==> src/wwdf_pkg.sv <==
// Constants for the windowed watchdog: register map, fields, keys, timing.
// Assumes a 25 MHz system clock; all times are derived from CLK_NS.
`default_nettype none

package wwdf_pkg;

	// Register offsets (byte addresses, one 32-bit word each)
	localparam logic [7:0] OFS_CONFIG  = 8'h00;
	localparam logic [7:0] OFS_TIMER   = 8'h04;
	localparam logic [7:0] OFS_CONTROL = 8'h08;
	localparam logic [7:0] OFS_STATUS  = 8'h0C;

	// Config fields
	localparam int CFG_SLOW_BIT = 0;
	localparam int CFG_MIN_LSB  = 8;
	localparam int CFG_DLT_LSB  = 16;

	// Control fields (write-one actions)
	localparam int CTL_TEST_BIT = 0;
	localparam int CTL_TOVR_BIT = 1;
	localparam int CTL_FRST_BIT = 2;

	// Status fields
	localparam int ST_WDR_BIT  = 0;
	localparam int ST_LOCK_BIT = 1;
	localparam int ST_TM_BIT   = 2;
	localparam int ST_DIS_BIT  = 3;
	localparam int ST_FSM_LSB  = 4;

	// Key codes written to the key field
	localparam logic [1:0] KEY_A = 2'h1;
	localparam logic [1:0] KEY_B = 2'h2;

	// Reset values
	localparam logic [7:0] RST_WIN_MIN = 8'h10;
	localparam logic [7:0] RST_WIN_DLT = 8'h20;

	// Timing, each figure in its own unit
	localparam int CLK_NS        = 40;
	localparam int FAST_RES_NS   = 8000;
	localparam int SLOW_RES_NS   = 64000;
	localparam int FAST_RANGE_US = 2000;
	localparam int SLOW_RANGE_US = 16300;
	localparam int RST_STATE_US  = 1000;
	localparam int FIRST_SVC_MS  = 500;

	localparam int FAST_TICK_CYC = FAST_RES_NS / CLK_NS;
	localparam int SLOW_TICK_CYC = SLOW_RES_NS / CLK_NS;
	localparam int FAST_MAX_TICKS = FAST_RANGE_US * 1000 / FAST_RES_NS;
	localparam int SLOW_MAX_TICKS = SLOW_RANGE_US * 1000 / SLOW_RES_NS;
	localparam int RST_STATE_CYC = RST_STATE_US * 1000 / CLK_NS;
	localparam int FIRST_SVC_CYC = FIRST_SVC_MS * 1000 * (1000 / CLK_NS);

	// One-hot watchdog states
	typedef enum logic [4:0] {
		ST_INITIAL  = 5'h01,
		ST_RUN      = 5'h02,
		ST_TEST     = 5'h04,
		ST_TRESET   = 5'h08,
		ST_OVERRIDE = 5'h10
	} wwdf_state_t;

endpackage : wwdf_pkg

`default_nettype wire

==> src/wwdf_top.sv <==
// Windowed watchdog: state machine, window timer, key check, flags and a
// simple register port. Assumes init_phase comes from logic on clk and the
// disable pin arrives asynchronously.
`default_nettype none

module wwdf_top #(
	parameter int RST_CYCLES = wwdf_pkg::RST_STATE_CYC, // timed reset length
	parameter int SVC_CYCLES = wwdf_pkg::FIRST_SVC_CYC  // first-service limit
) (
	input  wire logic        clk,            // 25 MHz system clock
	input  wire logic        rstn,           // Sync reset, active low
	input  wire logic [7:0]  reg_addr,       // Register byte address
	input  wire logic [31:0] reg_wdata,      // Write data
	input  wire logic        reg_wr,         // Write strobe
	input  wire logic        reg_rd,         // Read strobe
	output logic      [31:0] reg_rdata,      // Read data, cycle after strobe
	input  wire logic        disable_pin,    // Async disable pin level
	input  wire logic        init_phase,     // Device in init operating state
	output logic             arm_enable,     // Arming allowed
	output logic             wd_reset_out,   // Reset pulse to pin driver
	output logic             refresh_ok,     // One-cycle refresh accepted
	output logic             window_error,   // One-cycle window error
	output logic             run_equiv,      // Run or override state
	output logic             test_mode_flag, // In test state
	output logic             lockout_flag,   // Latched lockout
	output logic             wdog_reset_flag // Latched watchdog reset
);

	// Counter widths follow the lengths, so short bench counts fit too
	localparam int RW = $clog2(RST_CYCLES + 1);
	localparam int SW = $clog2(SVC_CYCLES + 1);
	localparam logic [10:0] FAST_LAST = 11'(wwdf_pkg::FAST_TICK_CYC - 1);
	localparam logic [10:0] SLOW_LAST = 11'(wwdf_pkg::SLOW_TICK_CYC - 1);
	localparam logic [7:0]  FAST_MAX  = 8'(wwdf_pkg::FAST_MAX_TICKS);
	localparam logic [7:0]  SLOW_MAX  = 8'(wwdf_pkg::SLOW_MAX_TICKS);
	localparam logic [RW-1:0] RST_LAST = RW'(RST_CYCLES - 1);
	localparam logic [SW-1:0] SVC_LAST = SW'(SVC_CYCLES - 1);

	wwdf_pkg::wwdf_state_t state_q;
	wwdf_pkg::wwdf_state_t state_d;

	logic        dis_meta_q;
	logic        dis_q;
	logic        slow_q;
	logic [7:0]  win_min_q;
	logic [7:0]  win_dlt_q;
	logic        tovr_q;
	logic [10:0] pre_q;
	logic [7:0]  timer_q;
	logic        key_a_q;
	logic        key_b_q;
	logic [RW-1:0] rst_cnt_q;
	logic [SW-1:0] svc_cnt_q;

	logic        wr_cfg;
	logic        wr_key;
	logic        wr_ctl;
	logic        cmd_test;
	logic        cmd_frst;
	logic        tick_c;
	logic [8:0]  win_end_c;
	logic        in_win_c;
	logic        late_c;
	logic        is_a_c;
	logic        is_b_c;
	logic        err_c;
	logic        ok_c;
	logic        restart_c;
	logic        clr_keys_c;
	logic        pair_c;
	logic [7:0]  win_max_c;
	logic        lock_now_c;
	logic        run_like_c;
	logic [31:0] rd_word_c;

	// Disable pin is asynchronous
	// Only the second stage is read; the first may be metastable
	always_ff @(posedge clk) begin
		if (!rstn) begin
			dis_meta_q <= 1'b0;
			dis_q      <= 1'b0;
		end else begin
			dis_meta_q <= disable_pin;
			dis_q      <= dis_meta_q;
		end
	end

	assign wr_cfg   = reg_wr && (reg_addr == wwdf_pkg::OFS_CONFIG);
	assign wr_key   = reg_wr && (reg_addr == wwdf_pkg::OFS_TIMER);
	assign wr_ctl   = reg_wr && (reg_addr == wwdf_pkg::OFS_CONTROL);
	assign cmd_test = wr_ctl && reg_wdata[wwdf_pkg::CTL_TEST_BIT];
	assign cmd_frst = wr_ctl && reg_wdata[wwdf_pkg::CTL_FRST_BIT];
	assign is_a_c   = wr_key && (reg_wdata[1:0] == wwdf_pkg::KEY_A);
	assign is_b_c   = wr_key && (reg_wdata[1:0] == wwdf_pkg::KEY_B);
	// Second distinct key completes a pair, in either order
	assign pair_c   = (is_a_c && key_b_q) || (is_b_c && key_a_q);

	// Configuration; frozen once the device leaves init
	always_ff @(posedge clk) begin
		if (!rstn) begin
			slow_q    <= 1'b0;
			win_min_q <= wwdf_pkg::RST_WIN_MIN;
			win_dlt_q <= wwdf_pkg::RST_WIN_DLT;
		end else if (wr_cfg && init_phase) begin
			slow_q    <= reg_wdata[wwdf_pkg::CFG_SLOW_BIT];
			win_min_q <= reg_wdata[wwdf_pkg::CFG_MIN_LSB +: 8];
			win_dlt_q <= reg_wdata[wwdf_pkg::CFG_DLT_LSB +: 8];
		end
	end

	// Override bit is sticky until a state-machine reset
	always_ff @(posedge clk) begin
		if (!rstn || cmd_frst) begin
			tovr_q <= 1'b0;
		end else if (wr_ctl && reg_wdata[wwdf_pkg::CTL_TOVR_BIT]) begin
			tovr_q <= 1'b1;
		end
	end

	// Tick prescaler; slow mode shares the same 8-bit window fields
	assign tick_c = pre_q == (slow_q ? SLOW_LAST : FAST_LAST);

	always_ff @(posedge clk) begin
		if (!rstn || restart_c || dis_q) begin
			pre_q <= 11'h000;
		end else if (tick_c) begin
			pre_q <= 11'h000;
		end else begin
			pre_q <= pre_q + 11'h001;
		end
	end

	assign win_end_c = {1'b0, win_min_q} + {1'b0, win_dlt_q};
	assign in_win_c  = (timer_q >= win_min_q) && ({1'b0, timer_q} <= win_end_c);
	// Range end counts as late too, so a window past the range cannot hang
	assign win_max_c = slow_q ? SLOW_MAX : FAST_MAX;
	assign late_c    = ({1'b0, timer_q} > win_end_c) ||
		(timer_q == win_max_c);

	// Error, refresh and state decisions
	always_comb begin
		state_d    = state_q;
		err_c      = 1'b0;
		ok_c       = 1'b0;
		restart_c  = 1'b0;
		clr_keys_c = 1'b0;
		case (state_q)
			wwdf_pkg::ST_INITIAL: begin
				restart_c = 1'b1;
				if (dis_q) begin
					clr_keys_c = 1'b1;
					if (cmd_test) begin
						state_d = wwdf_pkg::ST_OVERRIDE;
					end
				end else if (pair_c) begin
					clr_keys_c = 1'b1;
					state_d    = wwdf_pkg::ST_RUN; // service begins
				end else if (!tovr_q && svc_cnt_q == SVC_LAST) begin
					err_c   = 1'b1;
					state_d = wwdf_pkg::ST_TRESET;
				end
			end
			wwdf_pkg::ST_RUN, wwdf_pkg::ST_TEST: begin
				if (dis_q) begin
					restart_c  = 1'b1;
					clr_keys_c = 1'b1;
				end else if (((is_a_c || is_b_c) && !in_win_c) || late_c) begin
					err_c   = 1'b1;
					state_d = wwdf_pkg::ST_TRESET;
				end else if (pair_c) begin
					ok_c       = 1'b1;
					restart_c  = 1'b1;
					clr_keys_c = 1'b1;
				end else if (cmd_test && state_q == wwdf_pkg::ST_RUN) begin
					state_d = wwdf_pkg::ST_TEST;
				end
			end
			wwdf_pkg::ST_TRESET: begin
				restart_c  = 1'b1;
				clr_keys_c = 1'b1;
				if (rst_cnt_q == RST_LAST) begin
					state_d = wwdf_pkg::ST_INITIAL;
				end
			end
			wwdf_pkg::ST_OVERRIDE: begin
				restart_c  = 1'b1;
				clr_keys_c = 1'b1;
			end
			default: begin
				state_d = wwdf_pkg::ST_INITIAL;
			end
		endcase
		if (cmd_frst) begin
			state_d    = wwdf_pkg::ST_INITIAL;
			err_c      = 1'b0;
			ok_c       = 1'b0;
			restart_c  = 1'b1;
			clr_keys_c = 1'b1;
		end
	end

	always_ff @(posedge clk) begin
		if (!rstn) begin
			state_q <= wwdf_pkg::ST_INITIAL;
		end else begin
			state_q <= state_d;
		end
	end

	// Window timer in ticks, saturating at the range end
	always_ff @(posedge clk) begin
		if (!rstn || restart_c) begin
			timer_q <= 8'h00;
		end else if (tick_c && timer_q != win_max_c) begin
			timer_q <= timer_q + 8'h01;
		end
	end

	// Half-sequence memory; a wrong or repeated key changes nothing
	always_ff @(posedge clk) begin
		if (!rstn || clr_keys_c || err_c) begin
			key_a_q <= 1'b0;
			key_b_q <= 1'b0;
		end else begin
			if (is_a_c) begin
				key_a_q <= 1'b1;
			end
			if (is_b_c) begin
				key_b_q <= 1'b1;
			end
		end
	end

	// Timed reset length and first-service limit
	always_ff @(posedge clk) begin
		if (!rstn || state_q != wwdf_pkg::ST_TRESET) begin
			rst_cnt_q <= '0;
		end else if (rst_cnt_q != RST_LAST) begin
			rst_cnt_q <= rst_cnt_q + RW'(1);
		end
	end

	always_ff @(posedge clk) begin
		if (!rstn || cmd_frst || state_q != wwdf_pkg::ST_INITIAL ||
			dis_q || tovr_q) begin
			svc_cnt_q <= '0;
		end else if (svc_cnt_q != SVC_LAST) begin
			svc_cnt_q <= svc_cnt_q + SW'(1);
		end
	end

	// Errors outside test lock arming out until a state-machine reset
	assign lock_now_c = err_c && state_q != wwdf_pkg::ST_TEST;
	assign run_like_c = state_d == wwdf_pkg::ST_RUN ||
		state_d == wwdf_pkg::ST_OVERRIDE;

	// Reset flag survives the timed reset for software to read
	always_ff @(posedge clk) begin
		if (!rstn || cmd_frst) begin
			wdog_reset_flag <= 1'b0;
		end else if (err_c) begin
			wdog_reset_flag <= 1'b1;
		end
	end

	// Lockout has no software clear of its own
	always_ff @(posedge clk) begin
		if (!rstn || cmd_frst) begin
			lockout_flag <= 1'b0;
		end else if (lock_now_c) begin
			lockout_flag <= 1'b1;
		end
	end

	// Levels follow the next state, so they align with state_q
	always_ff @(posedge clk) begin
		if (!rstn) begin
			arm_enable     <= 1'b0;
			run_equiv      <= 1'b0;
			test_mode_flag <= 1'b0;
		end else begin
			// Lockout set by this error must already block arming
			arm_enable     <= run_like_c && !lockout_flag &&
				!lock_now_c;
			run_equiv      <= run_like_c;
			test_mode_flag <= state_d == wwdf_pkg::ST_TEST;
		end
	end

	// Reset request lasts exactly as long as the timed reset state
	always_ff @(posedge clk) begin
		if (!rstn) begin
			wd_reset_out <= 1'b0;
		end else begin
			wd_reset_out <= state_d == wwdf_pkg::ST_TRESET;
		end
	end

	// One-cycle event pulses
	always_ff @(posedge clk) begin
		if (!rstn) begin
			refresh_ok   <= 1'b0;
			window_error <= 1'b0;
		end else begin
			refresh_ok   <= ok_c;
			window_error <= err_c;
		end
	end

	// Read mux; the register stage keeps the address path short
	always_comb begin
		rd_word_c = 32'h00000000;
		case (reg_addr)
			wwdf_pkg::OFS_CONFIG: begin
				rd_word_c = {8'h00, win_dlt_q, win_min_q, 7'h00, slow_q};
			end
			wwdf_pkg::OFS_TIMER: begin
				rd_word_c = {24'h000000, timer_q};
			end
			wwdf_pkg::OFS_CONTROL: begin
				rd_word_c = {30'h00000000, tovr_q, 1'b0};
			end
			wwdf_pkg::OFS_STATUS: begin
				rd_word_c = {23'h000000, state_q, dis_q,
					test_mode_flag, lockout_flag, wdog_reset_flag};
			end
			default: begin
				rd_word_c = 32'h00000000;
			end
		endcase
	end

	// Read data valid only in the cycle after the strobe
	always_ff @(posedge clk) begin
		if (!rstn || !reg_rd) begin
			reg_rdata <= 32'h00000000;
		end else begin
			reg_rdata <= rd_word_c;
		end
	end

endmodule : wwdf_top

`default_nettype wire

==> config.mk <==
export PLATFORM = sky130hd
export DESIGN_NAME = wwdf_top
export DESIGN_NICKNAME = d
export VERILOG_FILES = /design/src/wwdf_pkg.sv /design/src/wwdf_top.sv
export SDC_FILE = /design/constraint.sdc
export NUM_CORES = 1
export LEC_CHECK = 0
export BUFFER_PORTS_ARGS = -buffer_cell sky130_fd_sc_hd__buf_4
export CORE_ASPECT_RATIO = 1.1
export CORE_UTILIZATION = 52
export CTS_CLUSTER_DIAMETER = 200
export CTS_CLUSTER_SIZE = 40
export DETAILED_ROUTE_END_ITERATION = 6
export PLACE_DENSITY_LB_ADDON = 0.15
export SLEW_MARGIN = 0
export SYNTH_ARGS = -nofsm -noshare
export SYNTH_HDL_FRONTEND = slang
export SYNTH_SLANG_ARGS = --single-unit
==> constraint.sdc <==
create_clock -name clk -period 3.25 [get_ports clk]
set_clock_uncertainty 0.05 [all_clocks]
set_input_delay 0.4875 -clock clk [delete_from_list [all_inputs] [get_ports clk]]
set_output_delay 0.4875 -clock clk [all_outputs]
set_load 0.01 [all_outputs]
== Word level (Yosys, flattened, before mapping) ==
Index checks and enable logic that the tools add are counted.

* $add $sub $neg: 5
* Multiplexer cells: 29
* $lt $le $gt $ge: 3
* Equal/unequal tests: 24
* Reductions and logical operators: 46
* Bitwise operators: 2

{| class="wikitable"
|+ Operators by type and width
! operator !! number
|-
| $pmux 24 s4 || 1
|-
| $mux 5 || 10
|-
| $add 24x1->24 const B || 1
|-
| $eq 24x24->1 const B || 1
|-
| $ne 24x24->1 const B || 1
|-
| $pmux 5 s4 || 1
|-
| $logic_and 1x1->1 || 19
|-
| $eq 8x4->1 const B || 2
|-
| $add 15x1->15 const B || 1
|-
| $eq 15x15->1 const B || 1
|-
| $logic_or 1x1->1 || 15
|-
| $ne 15x15->1 const B || 1
|-
| $mux 1 || 12
|-
| $add 11x1->11 const B || 1
|-
| $eq 11x11->1 || 1
|-
| $mux 11 || 1
|-
| $eq 5x2->1 const B || 2
|-
| $eq 5x3->1 const B || 2
|-
| $eq 5x4->1 const B || 2
|-
| $eq 5x5->1 const B || 2
|-
| $add 8x8->9 || 1
|-
| $gt 8x9->1 || 1
|-
| $le 8x9->1 || 1
|-
| $add 8x1->8 const B || 1
|-
| other kinds (19) || 28
|}

* Register bits: 125
* Output and inout port bits: 40
* Word-level logic and storage cells: 131

== Logic depth before layout (Yosys ltp) ==
Gate-level depths: netlist (run 1).

* Depth in word-level cells: 14
* Gate-level depth with buffers: 16
* Mapped depth without buffers: 15

== Worst setup path after synthesis (run 1) ==
OpenSTA, ideal clock, no wires.

* Kind: register to register
* Start point: register win_min_q[0]
* End point: register timer_q[1]
* Arrival: 3.250 ns
* Data required time: 3.043 ns
* Slack: -0.207 ns
* Cell stages (with the launch flop): 14
* Setup time: 0.157 ns
* Path through: dfxtp_1 ha_1 fa_1 a211oi_1 o21bai_1 a21oi_1 xor2_1 ha_1 a211oi_1 o2111ai_1 o2111ai_1 a21oi_1 o31ai_1 a211oi_1

* Longest elaborated chain between the ends: 11
* Elaborated cells on any way between the ends: 14
* Those cells by class: add/sub: 1; order compare: 3; mux: 4; reduce/logical: 6

{| class="wikitable"
|+ Ends and longest elaborated chain
! element !! RTL line !! source
|-
| start: declaration || wwdf_top.sv:45 || <nowiki>logic [7:0] win_min_q;</nowiki>
|-
| start signal: assignment || wwdf_top.sv:102 || <nowiki>win_min_q <= wwdf_pkg::RST_WIN_MIN;</nowiki>
|-
| start signal: assignment || wwdf_top.sv:106 || <nowiki>win_min_q <= reg_wdata[wwdf_pkg::CFG_MIN_LSB +: 8];</nowiki>
|-
| $add 8x8->9 || wwdf_top.sv:133 || <nowiki>assign win_end_c = {1'b0, win_min_q} + {1'b0, win_dlt_q};</nowiki>
|-
| $le 8x9->1 || wwdf_top.sv:134 || <nowiki>assign in_win_c = (timer_q >= win_min_q) && ({1'b0, timer_q} <= win_end_c);</nowiki>
|-
| $logic_and 1x1->1 || wwdf_top.sv:134 ||
|-
| $logic_not 1->1 || wwdf_top.sv:167 || <nowiki>end else if (((is_a_c || is_b_c) && !in_win_c) || late_c) begin</nowiki>
|-
| $logic_and 1x1->1 || wwdf_top.sv:167 ||
|-
| $logic_or 1x1->1 (*) || wwdf_top.sv:167 ||
|-
| $mux 1 (*) || wwdf_top.sv:167 ||
|-
| $mux 1 (*) || wwdf_top.sv:164 || <nowiki>if (dis_q) begin</nowiki>
|-
| $pmux 1 s2 (*) || wwdf_top.sv:147 || <nowiki>case (state_q)</nowiki>
|-
| $mux 1 (*) || wwdf_top.sv:193 || <nowiki>if (cmd_frst) begin</nowiki>
|-
| $logic_or 1x1->1 (*) || wwdf_top.sv:212 || <nowiki>if (!rstn || restart_c) begin</nowiki>
|-
| end signal: assignment || wwdf_top.sv:215 || <nowiki>timer_q <= timer_q + 8'h01;</nowiki>
|-
| end: declaration || wwdf_top.sv:49 || <nowiki>logic [7:0] timer_q;</nowiki>
|}

Every way passes the cells marked *; elsewhere a longest branch is shown, timed or not.
A chain may end at the register's enable or synchronous reset.

== Worst setup path after layout (run 1) ==
* Start point: register win_dlt_q[0]
* End point: register pre_q[3]

* Longest elaborated chain between the ends: 13
* Elaborated cells on any way between the ends: 15
* Those cells by class: add/sub: 1; order compare: 2; mux: 4; reduce/logical: 8

{| class="wikitable"
|+ Ends and longest elaborated chain
! element !! RTL line !! source
|-
| start: declaration || wwdf_top.sv:46 || <nowiki>logic [7:0] win_dlt_q;</nowiki>
|-
| start signal: assignment || wwdf_top.sv:103 || <nowiki>win_dlt_q <= wwdf_pkg::RST_WIN_DLT;</nowiki>
|-
| start signal: assignment || wwdf_top.sv:107 || <nowiki>win_dlt_q <= reg_wdata[wwdf_pkg::CFG_DLT_LSB +: 8];</nowiki>
|-
| $add 8x8->9 (*) || wwdf_top.sv:133 ||
|-
| $le 8x9->1 || wwdf_top.sv:134 ||
|-
| $logic_and 1x1->1 || wwdf_top.sv:134 ||
|-
| $logic_not 1->1 || wwdf_top.sv:167 ||
|-
| $logic_and 1x1->1 || wwdf_top.sv:167 ||
|-
| $logic_or 1x1->1 (*) || wwdf_top.sv:167 ||
|-
| $mux 1 (*) || wwdf_top.sv:167 ||
|-
| $mux 1 (*) || wwdf_top.sv:164 ||
|-
| $pmux 1 s2 (*) || wwdf_top.sv:147 ||
|-
| $mux 1 (*) || wwdf_top.sv:193 ||
|-
| $logic_or 1x1->1 (*) (2 in a row) || wwdf_top.sv:124 || <nowiki>if (!rstn || restart_c || dis_q) begin</nowiki>
|-
| $reduce_or 2->1 (no line) (*) || -- ||
|-
| end signal: assignment || wwdf_top.sv:129 || <nowiki>pre_q <= pre_q + 11'h001;</nowiki>
|-
| end: declaration || wwdf_top.sv:48 || <nowiki>logic [10:0] pre_q;</nowiki>
|}

Marked as above.

==> results of run 1 <==
per-stage QoR:
step,area [sq um],setup WS [ns]
after global placement,6390,-0.150
after detailed placement,6390,-0.265
after global routing,7210,-0.149
after CTS,7080,0.0105
final,7210,-0.00155
after floorplan,5760,0.0126
registers in the layout (all words and copies together) (netlist names), 5 cells and up:
signal     cells
timer_q        8
state_q        5
win_dlt_q      8
win_min_q      8
rst_cnt_q     15
svc_cnt_q     24
reg_rdata     24
pre_q         11
worst min-delay path, delay by kind of cell:
family                 cells  cell delay (ns)
and+or+nand+nor            2             0.10
buffers and inverters      1             0.08
report_power, final:
| part | switching (uW) | total, uW | leakage [uW] | internal (uW) |
|---|---|---|---|---|
| clock | 628 | 2080 | 0.000333 | 1460 |
| combinational | 61.8 | 113 | 0.00151 | 51.0 |
| sequential | 8.28 | 1450 | 0.000945 | 1440 |
synthesized netlist by cell type, types with 2 or more instances:
cell / instances
a211oi_1: 5
a21boi_0: 15
a21o_1: 2
a21oi_1: 20
a31oi_1: 6
and2_1: 16
and3_1: 9
and4_1: 7
buf_1: 2
buf_4: 8
clkbuf_1: 19
dfxtp_1: 117
ha_1: 29
inv_1: 19
mux2i_1: 9
nand2_1: 68
nand2b_1: 3
nand3_1: 27
nand3b_1: 5
nand4_1: 20
nor2_1: 89
nor2_2: 10
nor2b_1: 3
nor3_1: 10
nor3b_1: 4
nor4_1: 10
nor4_2: 2
nor4b_1: 2
nor4bb_1: 3
o2111ai_1: 2
o211ai_1: 4
o21a_1: 4
o21ai_0: 16
o21bai_1: 2
o31ai_1: 3
or2_2: 2
or3_1: 5
xnor2_1: 22
xor2_1: 35
cells by family (layout without fill, tap and decap cells):
kind of cell	count (synthesis)	in the layout
adders and majority gates	30	30
muxes	10	10
xor gates and xnor gates	57	57
other	1	8
and+or+nand+nor	304	304
buffers and inverters	49	135
AOI/OAI and AO/OA	87	87
DFF	117	117
cell type report:
type,count,area [sq um],area share
Clock inverter,9,170,0.0236
Timing Repair Buffer,84,664,0.0921
Tap cell,143,179,0.0248
Sequential cell,117,2350,0.325
Inverter,19,71.3,0.00989
Clock buffer,23,498,0.0690
Multi-Input combinational cell,496,3280,0.455
what timing repair did:
item                       in CTS  in global routing
gates resized for setup         5                 19
hold buffers                    0                  0
setup buffers                   0                  4
pin swaps                       6                 21
cloned                          0                  1
setup endpoints to repair      32                 31
final timing paths:
check / from / slack, ns / depth (start not counted) / endpoint
worst max register to register: win_dlt_q[0]$_SDFFE_PN0P_ / -0.002 / 14 / pre_q[3]$_SDFF_PP0_
worst max-delay path: win_dlt_q[0]$_SDFFE_PN0P_ / -0.002 / 14 / pre_q[3]$_SDFF_PP0_
worst min register to register: dis_meta_q$_SDFF_PN0_ / 0.41 / 1 / dis_q$_SDFF_PN0_
worst min-delay path: reg_wdata[21] / 0.24 / 3 / win_dlt_q[5]$_SDFFE_PN1P_
layer usage:
| metal | up-vias | global-route usage | wire (um) |
|---|---|---|---|
| li1 | 2427 | - | - |
| met1 | 2315 | 0.332 | 6240 |
| met2 | 148 | 0.365 | 6130 |
| met3 | 29 | 0.0615 | 669 |
| met4 | 0 | 0.127 | 339 |
| met5 | - | 0 | 0 |
==> summary.txt, run 1 <==
Setup path
  • Crit path largest cell delay: 0.37 ns
  • Critical Path RT: 3.51 ns
  • Crit start category: flip-flop
  • Top cell by count, worst path: a211oi_2
  • CP Capture Type: flip-flop
  • Worst-path cell chain: ha_4 -> fa_2 -> a211oi_2 -> o21bai_1 -> a21oi_1 -> xor2_1 -> ha_1 -> a211oi_2 -> o2111ai_1 -> o2111ai_2 -> and2_4 -> a311o_2 -> clkbuf_16 -> nor2_2
  • Crit Path Class: flip-flop to flip-flop
  • Delay-heaviest family, CP: compound AO/OA/AOI/OAI gates
  • Crit path max fanout: 5
  • Buf+Inv Stages, Crit Path: 1
  • Crit path DAT: 3.51 ns
  • Slowest-stage cell, CP: fa_2

Detailed routing
  • Antenna Nets Post-Route: 0
  • DRT Pass-1 Iters: 5
  • Remaining DRCs: 0
  • Vias post-DR: 4,919
  • Initial detailed-routing violation count: 277
  • DR vias/cell: 5.52
  • DR WL/cell: 15.0 um
  • Final WL: 13,400 um

CTS
  • Skew-Pair Late Insertion Delay: 0.42 ns
  • TritonCTS Buffers: 17
  • Clock sink count: 117
  • CTS tree: built
  • H-tree levels: 4
  • Clock Path Buffers: 2
  • Clock transition at path regs: 0.05 ns
  • Root Buffer: clkbuf_16

STA
  • Final setup margin: -0.00155 ns
  • F_max: 308 MHz
  • Final hold slack: 0.236 ns
  • Max_slew headroom: 0.449
  • Fin crit period: 3.25 ns
  • Final Max Tran Viols: 0
  • Worst-margin pin slew: 0.815 ns
  • Final Hold Viols: 0
  • RSZ-0062 raised after global routing: true
  • # setup viols final: 3
  • Setup TNS: -0.00186 ns
  • Crit share post-route: 1.00

Floorplan
  • Die area: 0.0114 sq mm
  • Rows: 39
  • Core area: 0.0105 sq mm
  • Ports: 86
  • Die span in y: 112 um
  • Initial core utilization: 0.542
  • Horiz. Die Dim: 102 um

Synthesis
  • XOR/XNOR share of the synthesized area: 0.0873
  • Mux contribution to synthesized area: 0.0177
  • Synth Instances: 655
  • Post-synthesis average cell area: 8.73 sq um
  • Synthesized flop and latch total: 117
  • Cell taking the most area after synthesis: dfxtp_1
  • Post-synthesis compound-gate area fraction: 0.104
  • Main combinational cell family by area after synthesis: simple AND/OR/NAND/NOR gates
  • Synth Area in Simple Gates: 0.275
  • Top cell type's share of synthesized area: 0.410
  • Top_reg_cell synth: dfxtp_1
  • Mapped cell area: 0.00572 sq mm
  • Post-synth ARST share: 0
  • Synth top area cells: dfxtp_1 (41%), ha_1 (6.3%), nor2_1 (5.8%), xor2_1 (5.4%), nand2_1 (4.5%)
  • Distinct cells, synth: 60
  • Post-synth EDFFs: 0
  • Adder-Cell Fraction of Synth Area: 0.0670
  • Yosys warns: 0
  • Post-synthesis sequential area ratio: 0.410

Min path
  • Worst hold path class: primary input to flip-flop

Cells and area
  • Fin nets: 811
  • Layout cells sized above 1: 0.213
  • Ant diodes: 0
  • Fill count: 842
  • Finished Layout Cells: 891
  • Area Overhead vs Synth: 26.2%
  • Most frequent cells in the layout: dfxtp_1 (113), nor2_1 (88), buf_4 (81)
  • Commonest non-fill, non-tap cell in the layout: dfxtp_1
  • Final Util: 0.684

Place
  • Hpwl dp: 9290 um
  • RePlAce Congestion: 0.913
  • Number of I/O port buffers: 64
  • Placed Instances: 854

GRT
  • Total track usage: 0.247
  • Initial antenna violation count: 0
  • First-pass GRT wire length: 21,900 um
  • Pin count of the biggest net entering global routing: 25
  • Number of global-route vias before repair: 4,700
  • Total gr overflow: 0

Power
  • Leak pwr: 0.00279 uW
  • Peak VDD IR: 0.380 mV
  • Pwr per Cell Area: 506 mW/mm^2
  • Total power draw: 3650 uW

Outcome
  • Failing checks: setup timing
  • Run status: finished with violations

Run
  • Max Cap Violations: 0
Power figures use the tool's default switching activity.
==> run 2, diff against run 1 <==
Settings changed: CELL_PAD_IN_SITES_DETAIL_PLACEMENT set to 1, CELL_PAD_IN_SITES_GLOBAL_PLACEMENT set to 1, CORE_UTILIZATION 52 to 39.
==> summary.txt, run 2 (synthesis results as in run 1) <==
Cells and area
  • Multi-input logic area: 0.00331 sq mm (+0.65%)
  • Largest registers: reg_rdata x24, svc_cnt_q x24, rst_cnt_q x15
  • Fill count: 1,715 (+100%)
  • Seq. cell area: 0.00235 sq mm (unchanged)
  • Final Util: 0.503 (-0.181)
  • Post-route cell area: 0.00724 sq mm (+0.38%)
  • Commonest non-fill, non-tap cell in the layout: dfxtp_1
  • Ant diodes: 0 (unchanged)
  • Area Overhead vs Synth: 26.7%
  • Layout cells sized above 1: 0.218 (+0.00581)
  • Fin nets: 814 (+0.37%)
  • Most frequent cells in the layout: dfxtp_1 (113), nor2_1 (87), buf_4 (83)

Floorplan
  • Die area: 0.0152 sq mm (+33%)
  • Rows: 46 (+18%)
  • Core area: 0.0144 sq mm (+37%)
  • Initial core utilization: 0.397 (-0.145)
  • Ports: 86 (unchanged)
  • Horiz. Die Dim: 117 um (+15%)
  • Die span in y: 129 um (+15%)

STA
  • Max_slew headroom: 0.261 (-0.188)
  • # setup viols final: 11 (+8)
  • F_max: 303 MHz (-1.5%)
  • Final setup margin: -0.0524 ns (-0.0508 ns)
  • Setup TNS: -0.363 ns (-0.361 ns)
  • Fin crit period: 3.30 ns (+0.0508 ns)
  • Crit share post-route: 1.02 (+0.0156)
  • Final Max Tran Viols: 0 (unchanged)
  • Final Hold Viols: 0 (unchanged)
  • Worst-margin pin slew: 1.09 ns (+0.279 ns)
  • RSZ-0062 raised after global routing: true

Place
  • Hpwl dp: 11,400 um (+23%)
  • Cell area after placement: 0.00648 sq mm (+1.4%)
  • RePlAce Congestion: 0.824 (-9.7%)
  • Number of I/O port buffers: 64 (unchanged)

Run
  • Max Cap Violations: 0 (unchanged)

GRT
  • Total track usage: 0.215 (-0.0323)
  • First-pass GRT wire length: 25,500 um (+16%)
  • Total gr overflow: 0 (unchanged)
  • Number of global-route vias before repair: 5,157 (+9.7%)
  • Initial antenna violation count: 0 (unchanged)
  • Pin count of the biggest net entering global routing: 25 (unchanged)

Setup path
  • CP Capture Type: flip-flop
  • Crit start category: flip-flop
  • Critical Path RT: 3.57 ns (+0.06 ns)
  • Crit Path Class: flip-flop to flip-flop
  • Crit path DAT: 3.62 ns (+0.11 ns)
  • Crit path max fanout: 5 (unchanged)

Outcome
  • Failing checks: setup timing
  • Run status: finished with violations

CTS
  • H-tree levels: 4 (unchanged)
  • Clock sink count: 117 (unchanged)
  • TritonCTS Buffers: 17 (unchanged)
  • CTS tree: built
  • Clock transition at path regs: 0.05 ns (about the same)
  • # hold bufs at CTS: 0 (unchanged)
  • Skew-Pair Late Insertion Delay: 0.43 ns (about the same)
  • Root Buffer: clkbuf_16
  • Clock Path Buffers: 2 (unchanged)

Detailed routing
  • Antenna Nets Post-Route: 0 (unchanged)
  • Initial detailed-routing violation count: 173 (-38%)
  • Final WL: 15,700 um (+17%)
  • DR WL/cell: 16.6 um (+11%)
  • DR vias/cell: 5.25 (-4.9%)
  • Remaining DRCs: 0 (unchanged)
  • Vias post-DR: 4,950 (+0.63%)
  • DRT Pass-1 Iters: 4 (-1)

Min path
  • Worst hold path class: primary input to flip-flop

Power
  • Peak VDD IR: 0.275 mV (-28%)
  • Leak pwr: 0.00276 uW (-1.2%)
  • Pwr per Cell Area: 471 mW/mm^2 (-6.9%)
run 2: cell types whose count changed in the layout (fill, tap and decap cells not counted), sizes merged:
| cell | before | now |
|---|---|---|
| clkinvlp | 0 | 5 |
| clkbuf | 24 | 21 |
| buf | 83 | 86 |
| clkinv | 4 | 5 |
| bufinv | 5 | 2 |
run 2: metal layers:
metal,share of wire,track usage,up-vias
met5,0,0,-
met4,0.026,0.103,0
met3,0.030,0.0536,34
met2,0.52,0.389,77
met1,0.42,0.238,2413
li1,-,-,2426
run 2: final cells by class:
class                      instances  share of cell area
multi-input combinational        496               0.456
clock inverter                    12              0.0180
sequential                       117               0.324
inverter                          19             0.00985
tap                              192              0.0332
clock buffer                      20              0.0631
timing repair buffer              87              0.0954
run 2: per-stage QoR:
stage	power [uW]	std cells	hold WS (ns)	setup WS, ns
finish	3410	943	0.219	-0.0524
global route	3530	943	0.206	-0.187
CTS	3440	941	0.214	-0.0387
detailed placement	1590	907	0.372	-0.326
global placement	1590	907	0.375	-0.191
floorplan	1540	662	0.362	0.0126
run 2: power breakdown:
group	leakage [uW]	switching, uW	internal, uW
Clock	0.000274	682	1160
Combinational	0.00154	66.2	52.0
Sequential	0.000945	6.39	1440
run 2: timing repair:
action | 4_1_cts | 5_1_grt
pin swaps | 6 | 11
buffers inserted | 2 | 1
cloned | 0 | 1
endpoints found under the setup margin | 32 | 31
endpoints found under the hold margin | 0 | 0
resized for setup | 14 | 15
run 2: critical path, cell delays in order, from the launching register on:
cell and delay [ns]:
dfxtp_2 0.33, ha_4 0.16, fa_2 0.35, a211oi_2 0.22, o21bai_1 0.12, a21oi_1 0.17
xor2_1 0.18, ha_1 0.29, nand2_2 0.11, nor3_2 0.05, a21oi_2 0.13, o2111ai_2 0.16
and2_4 0.18, a311o_2 0.43, clkbuf_16 0.19, nor2_2 0.09
run 2: path summary, 6_finish.rpt:
kind | cells after the start | end | slack [ns] | start
min | 3 | win_dlt_q[5]$_SDFFE_PN1P_ | 0.22 | reg_wdata[21]
min reg2reg | 1 | dis_q$_SDFF_PN0_ | 0.38 | dis_meta_q$_SDFF_PN0_
max reg2reg | 15 | pre_q[6]$_SDFF_PP0_ | -0.05 | win_min_q[0]$_SDFFE_PN0P_
max | 15 | pre_q[6]$_SDFF_PP0_ | -0.05 | win_min_q[0]$_SDFFE_PN0P_
==> run 3, diff against run 2 <==
Settings changed: RECOVER_POWER set to 25.
==> summary.txt, run 3 (synthesis results as in run 1) <==
STA
  • Final setup margin: -0.0451 ns (+0.00733 ns)
  • Final Max Tran Viols: 0 (unchanged)
  • Max_slew headroom: 0.261 (about the same)
  • RSZ-0062 raised after global routing: true
  • # setup viols final: 11 (unchanged)
  • Setup TNS: -0.282 ns (+0.0807 ns)
  • F_max: 303 MHz (+0.22%)
  • Final Hold Viols: 0 (unchanged)
  • Worst-margin pin slew: 1.09 ns (-0.0000677 ns)
  • Crit share post-route: 1.01 (-0.00225)
  • Fin crit period: 3.30 ns (-0.00733 ns)
  • Final hold slack: 0.219 ns (-0.000201 ns)

Place
  • Dpl ws: -0.326 ns (unchanged)
  • Number of I/O port buffers: 64 (unchanged)
  • Hpwl dp: 11,400 um (unchanged)
  • RePlAce Congestion: 0.824 (unchanged)

CTS
  • Root Buffer: clkbuf_16
  • Clock transition at path regs: 0.05 ns (about the same)
  • # hold bufs at CTS: 0 (unchanged)
  • Skew-Pair Late Insertion Delay: 0.43 ns (about the same)
  • Clock sink count: 117 (unchanged)
  • CTS tree: built
  • TritonCTS Buffers: 17 (unchanged)
  • Clock Path Buffers: 2 (unchanged)
  • H-tree levels: 4 (unchanged)

Floorplan
  • Initial core utilization: 0.397 (unchanged)
  • Core area: 0.0144 sq mm (unchanged)
  • Die span in y: 129 um (unchanged)
  • Horiz. Die Dim: 117 um (unchanged)
  • Rows: 46 (unchanged)
  • Die area: 0.0152 sq mm (unchanged)
  • Ports: 86 (unchanged)

Cells and area
  • Multi-input logic area: 0.00331 sq mm (unchanged)
  • Area Overhead vs Synth: 24.9%
  • Most frequent cells in the layout: dfxtp_1 (113), nor2_1 (87), nand2_1 (67)
  • Commonest non-fill, non-tap cell in the layout: dfxtp_1
  • Ant diodes: 0 (unchanged)
  • Layout cells sized above 1: 0.182 (-0.0360)
  • Seq. cell area: 0.00235 sq mm (unchanged)
  • Largest registers: reg_rdata x24, svc_cnt_q x24, rst_cnt_q x15
  • Fill count: 1,719 (+0.23%)
  • Final Util: 0.496 (-0.00704)
  • Fin nets: 814 (unchanged)

GRT
  • Total gr overflow: 0 (unchanged)
  • Pin count of the biggest net entering global routing: 25 (unchanged)
  • First-pass GRT wire length: 25,500 um (unchanged)
  • Number of global-route vias before repair: 5,157 (unchanged)
  • Total track usage: 0.215 (unchanged)
  • Initial antenna violation count: 0 (unchanged)

Detailed routing
  • Vias post-DR: 4,962 (+0.24%)
  • Final WL: 15,700 um (about the same)
  • DR vias/cell: 5.26 (+0.24%)
  • DR WL/cell: 16.6 um (about the same)
  • Remaining DRCs: 0 (unchanged)
  • Initial detailed-routing violation count: 172 (-0.58%)
  • Antenna Nets Post-Route: 0 (unchanged)
  • DRT Pass-1 Iters: 4 (unchanged)

Setup path
  • CP Capture Type: flip-flop
  • Crit Path Class: flip-flop to flip-flop
  • Crit path max fanout: 5 (unchanged)
  • Critical Path RT: 3.57 ns (about the same)
  • Critical Path Source: win_min_q[0]$_SDFFE_PN0P_
  • Crit start category: flip-flop
  • R2r worst-path depth: 15 (unchanged)
  • Crit path DAT: 3.61 ns (about the same)
  • Worst reg2reg startpoint: win_min_q[0]$_SDFFE_PN0P_

Power
  • Pwr per Cell Area: 477 mW/mm^2 (+1.4%)
  • Leak pwr: 0.00264 uW (-4.2%)
  • Total power draw: 3410 uW (about the same)
  • Peak VDD IR: 0.275 mV (about the same)

Min path
  • Hold path cells: 3 (unchanged)
  • HP Start: reg_wdata[21]
  • Worst hold path class: primary input to flip-flop

Outcome
  • Run status: finished with violations
  • Failing checks: setup timing

Run
  • Max Cap Violations: 0 (unchanged)
[run 3: changes by cell type in the layout (fill, tap and decap cells not counted)]
cell / change
clkbuf_1: +27
buf_4: -27
[run 3: routing by layer]
metal  track usage  routed length [um]  part of all wire  up-vias
met3        0.0536                 439             0.028       33
met2         0.389                8150              0.52       72
met1         0.238                6680              0.43     2432
met4         0.103                 413             0.026        0
met5             0                   0                 0        -
li1              -                   -                 -     2425
[run 3: worst paths after layout]
kind / endpoint / slack (ns)
setup / recovery: pre_q[6]$_SDFF_PP0_ / -0.05
hold / removal: win_dlt_q[5]$_SDFFE_PN1P_ / 0.22
setup reg to reg: pre_q[6]$_SDFF_PP0_ / -0.05
hold reg to reg: dis_q$_SDFF_PN0_ / 0.38
[run 3: where the power goes]
part	switching [uW]	internal (uW)	leakage (uW)
clock network	681	1160	0.000274
logic	66.1	51.0	0.00142
registers	6.40	1440	0.000945
total	754	2660	0.00264
[run 3: per-stage QoR]
| stage | std cells | area (sq um) |
|---|---|---|
| floorplan | 662 | 5760 |
| global route | 943 | 7140 |
| detailed placement | 907 | 6480 |
| global placement | 907 | 6480 |
| CTS | 941 | 7140 |
| finish | 943 | 7140 |
[run 3: area by class of cell]
class,count,area share
Inverter,19,0.00999
Timing Repair Buffer,87,0.0825
Clock buffer,20,0.0640
Sequential cell,117,0.329
Multi-Input combinational cell,496,0.463
Tap cell,192,0.0336
Clock inverter,12,0.0182
[run 3: timing repair]
action                                  in CTS  in global routing
gates cloned                                 0                  1
endpoints found under the setup margin      32                 31
setup buffers                                2                  1
resized for setup                           14                 15
pin swaps                                    6                 11
[run 3: worst max-delay path: stages (launching register included)]
cell and delay (ns):
dfxtp_2 0.33, ha_4 0.16, fa_2 0.35, a211oi_2 0.22
o21bai_1 0.12, a21oi_1 0.17, xor2_1 0.18, ha_1 0.29
nand2_2 0.11, nor3_2 0.05, a21oi_2 0.13, o2111ai_2 0.16
and2_4 0.18, a311o_2 0.43, clkbuf_16 0.19, nor2_2 0.09
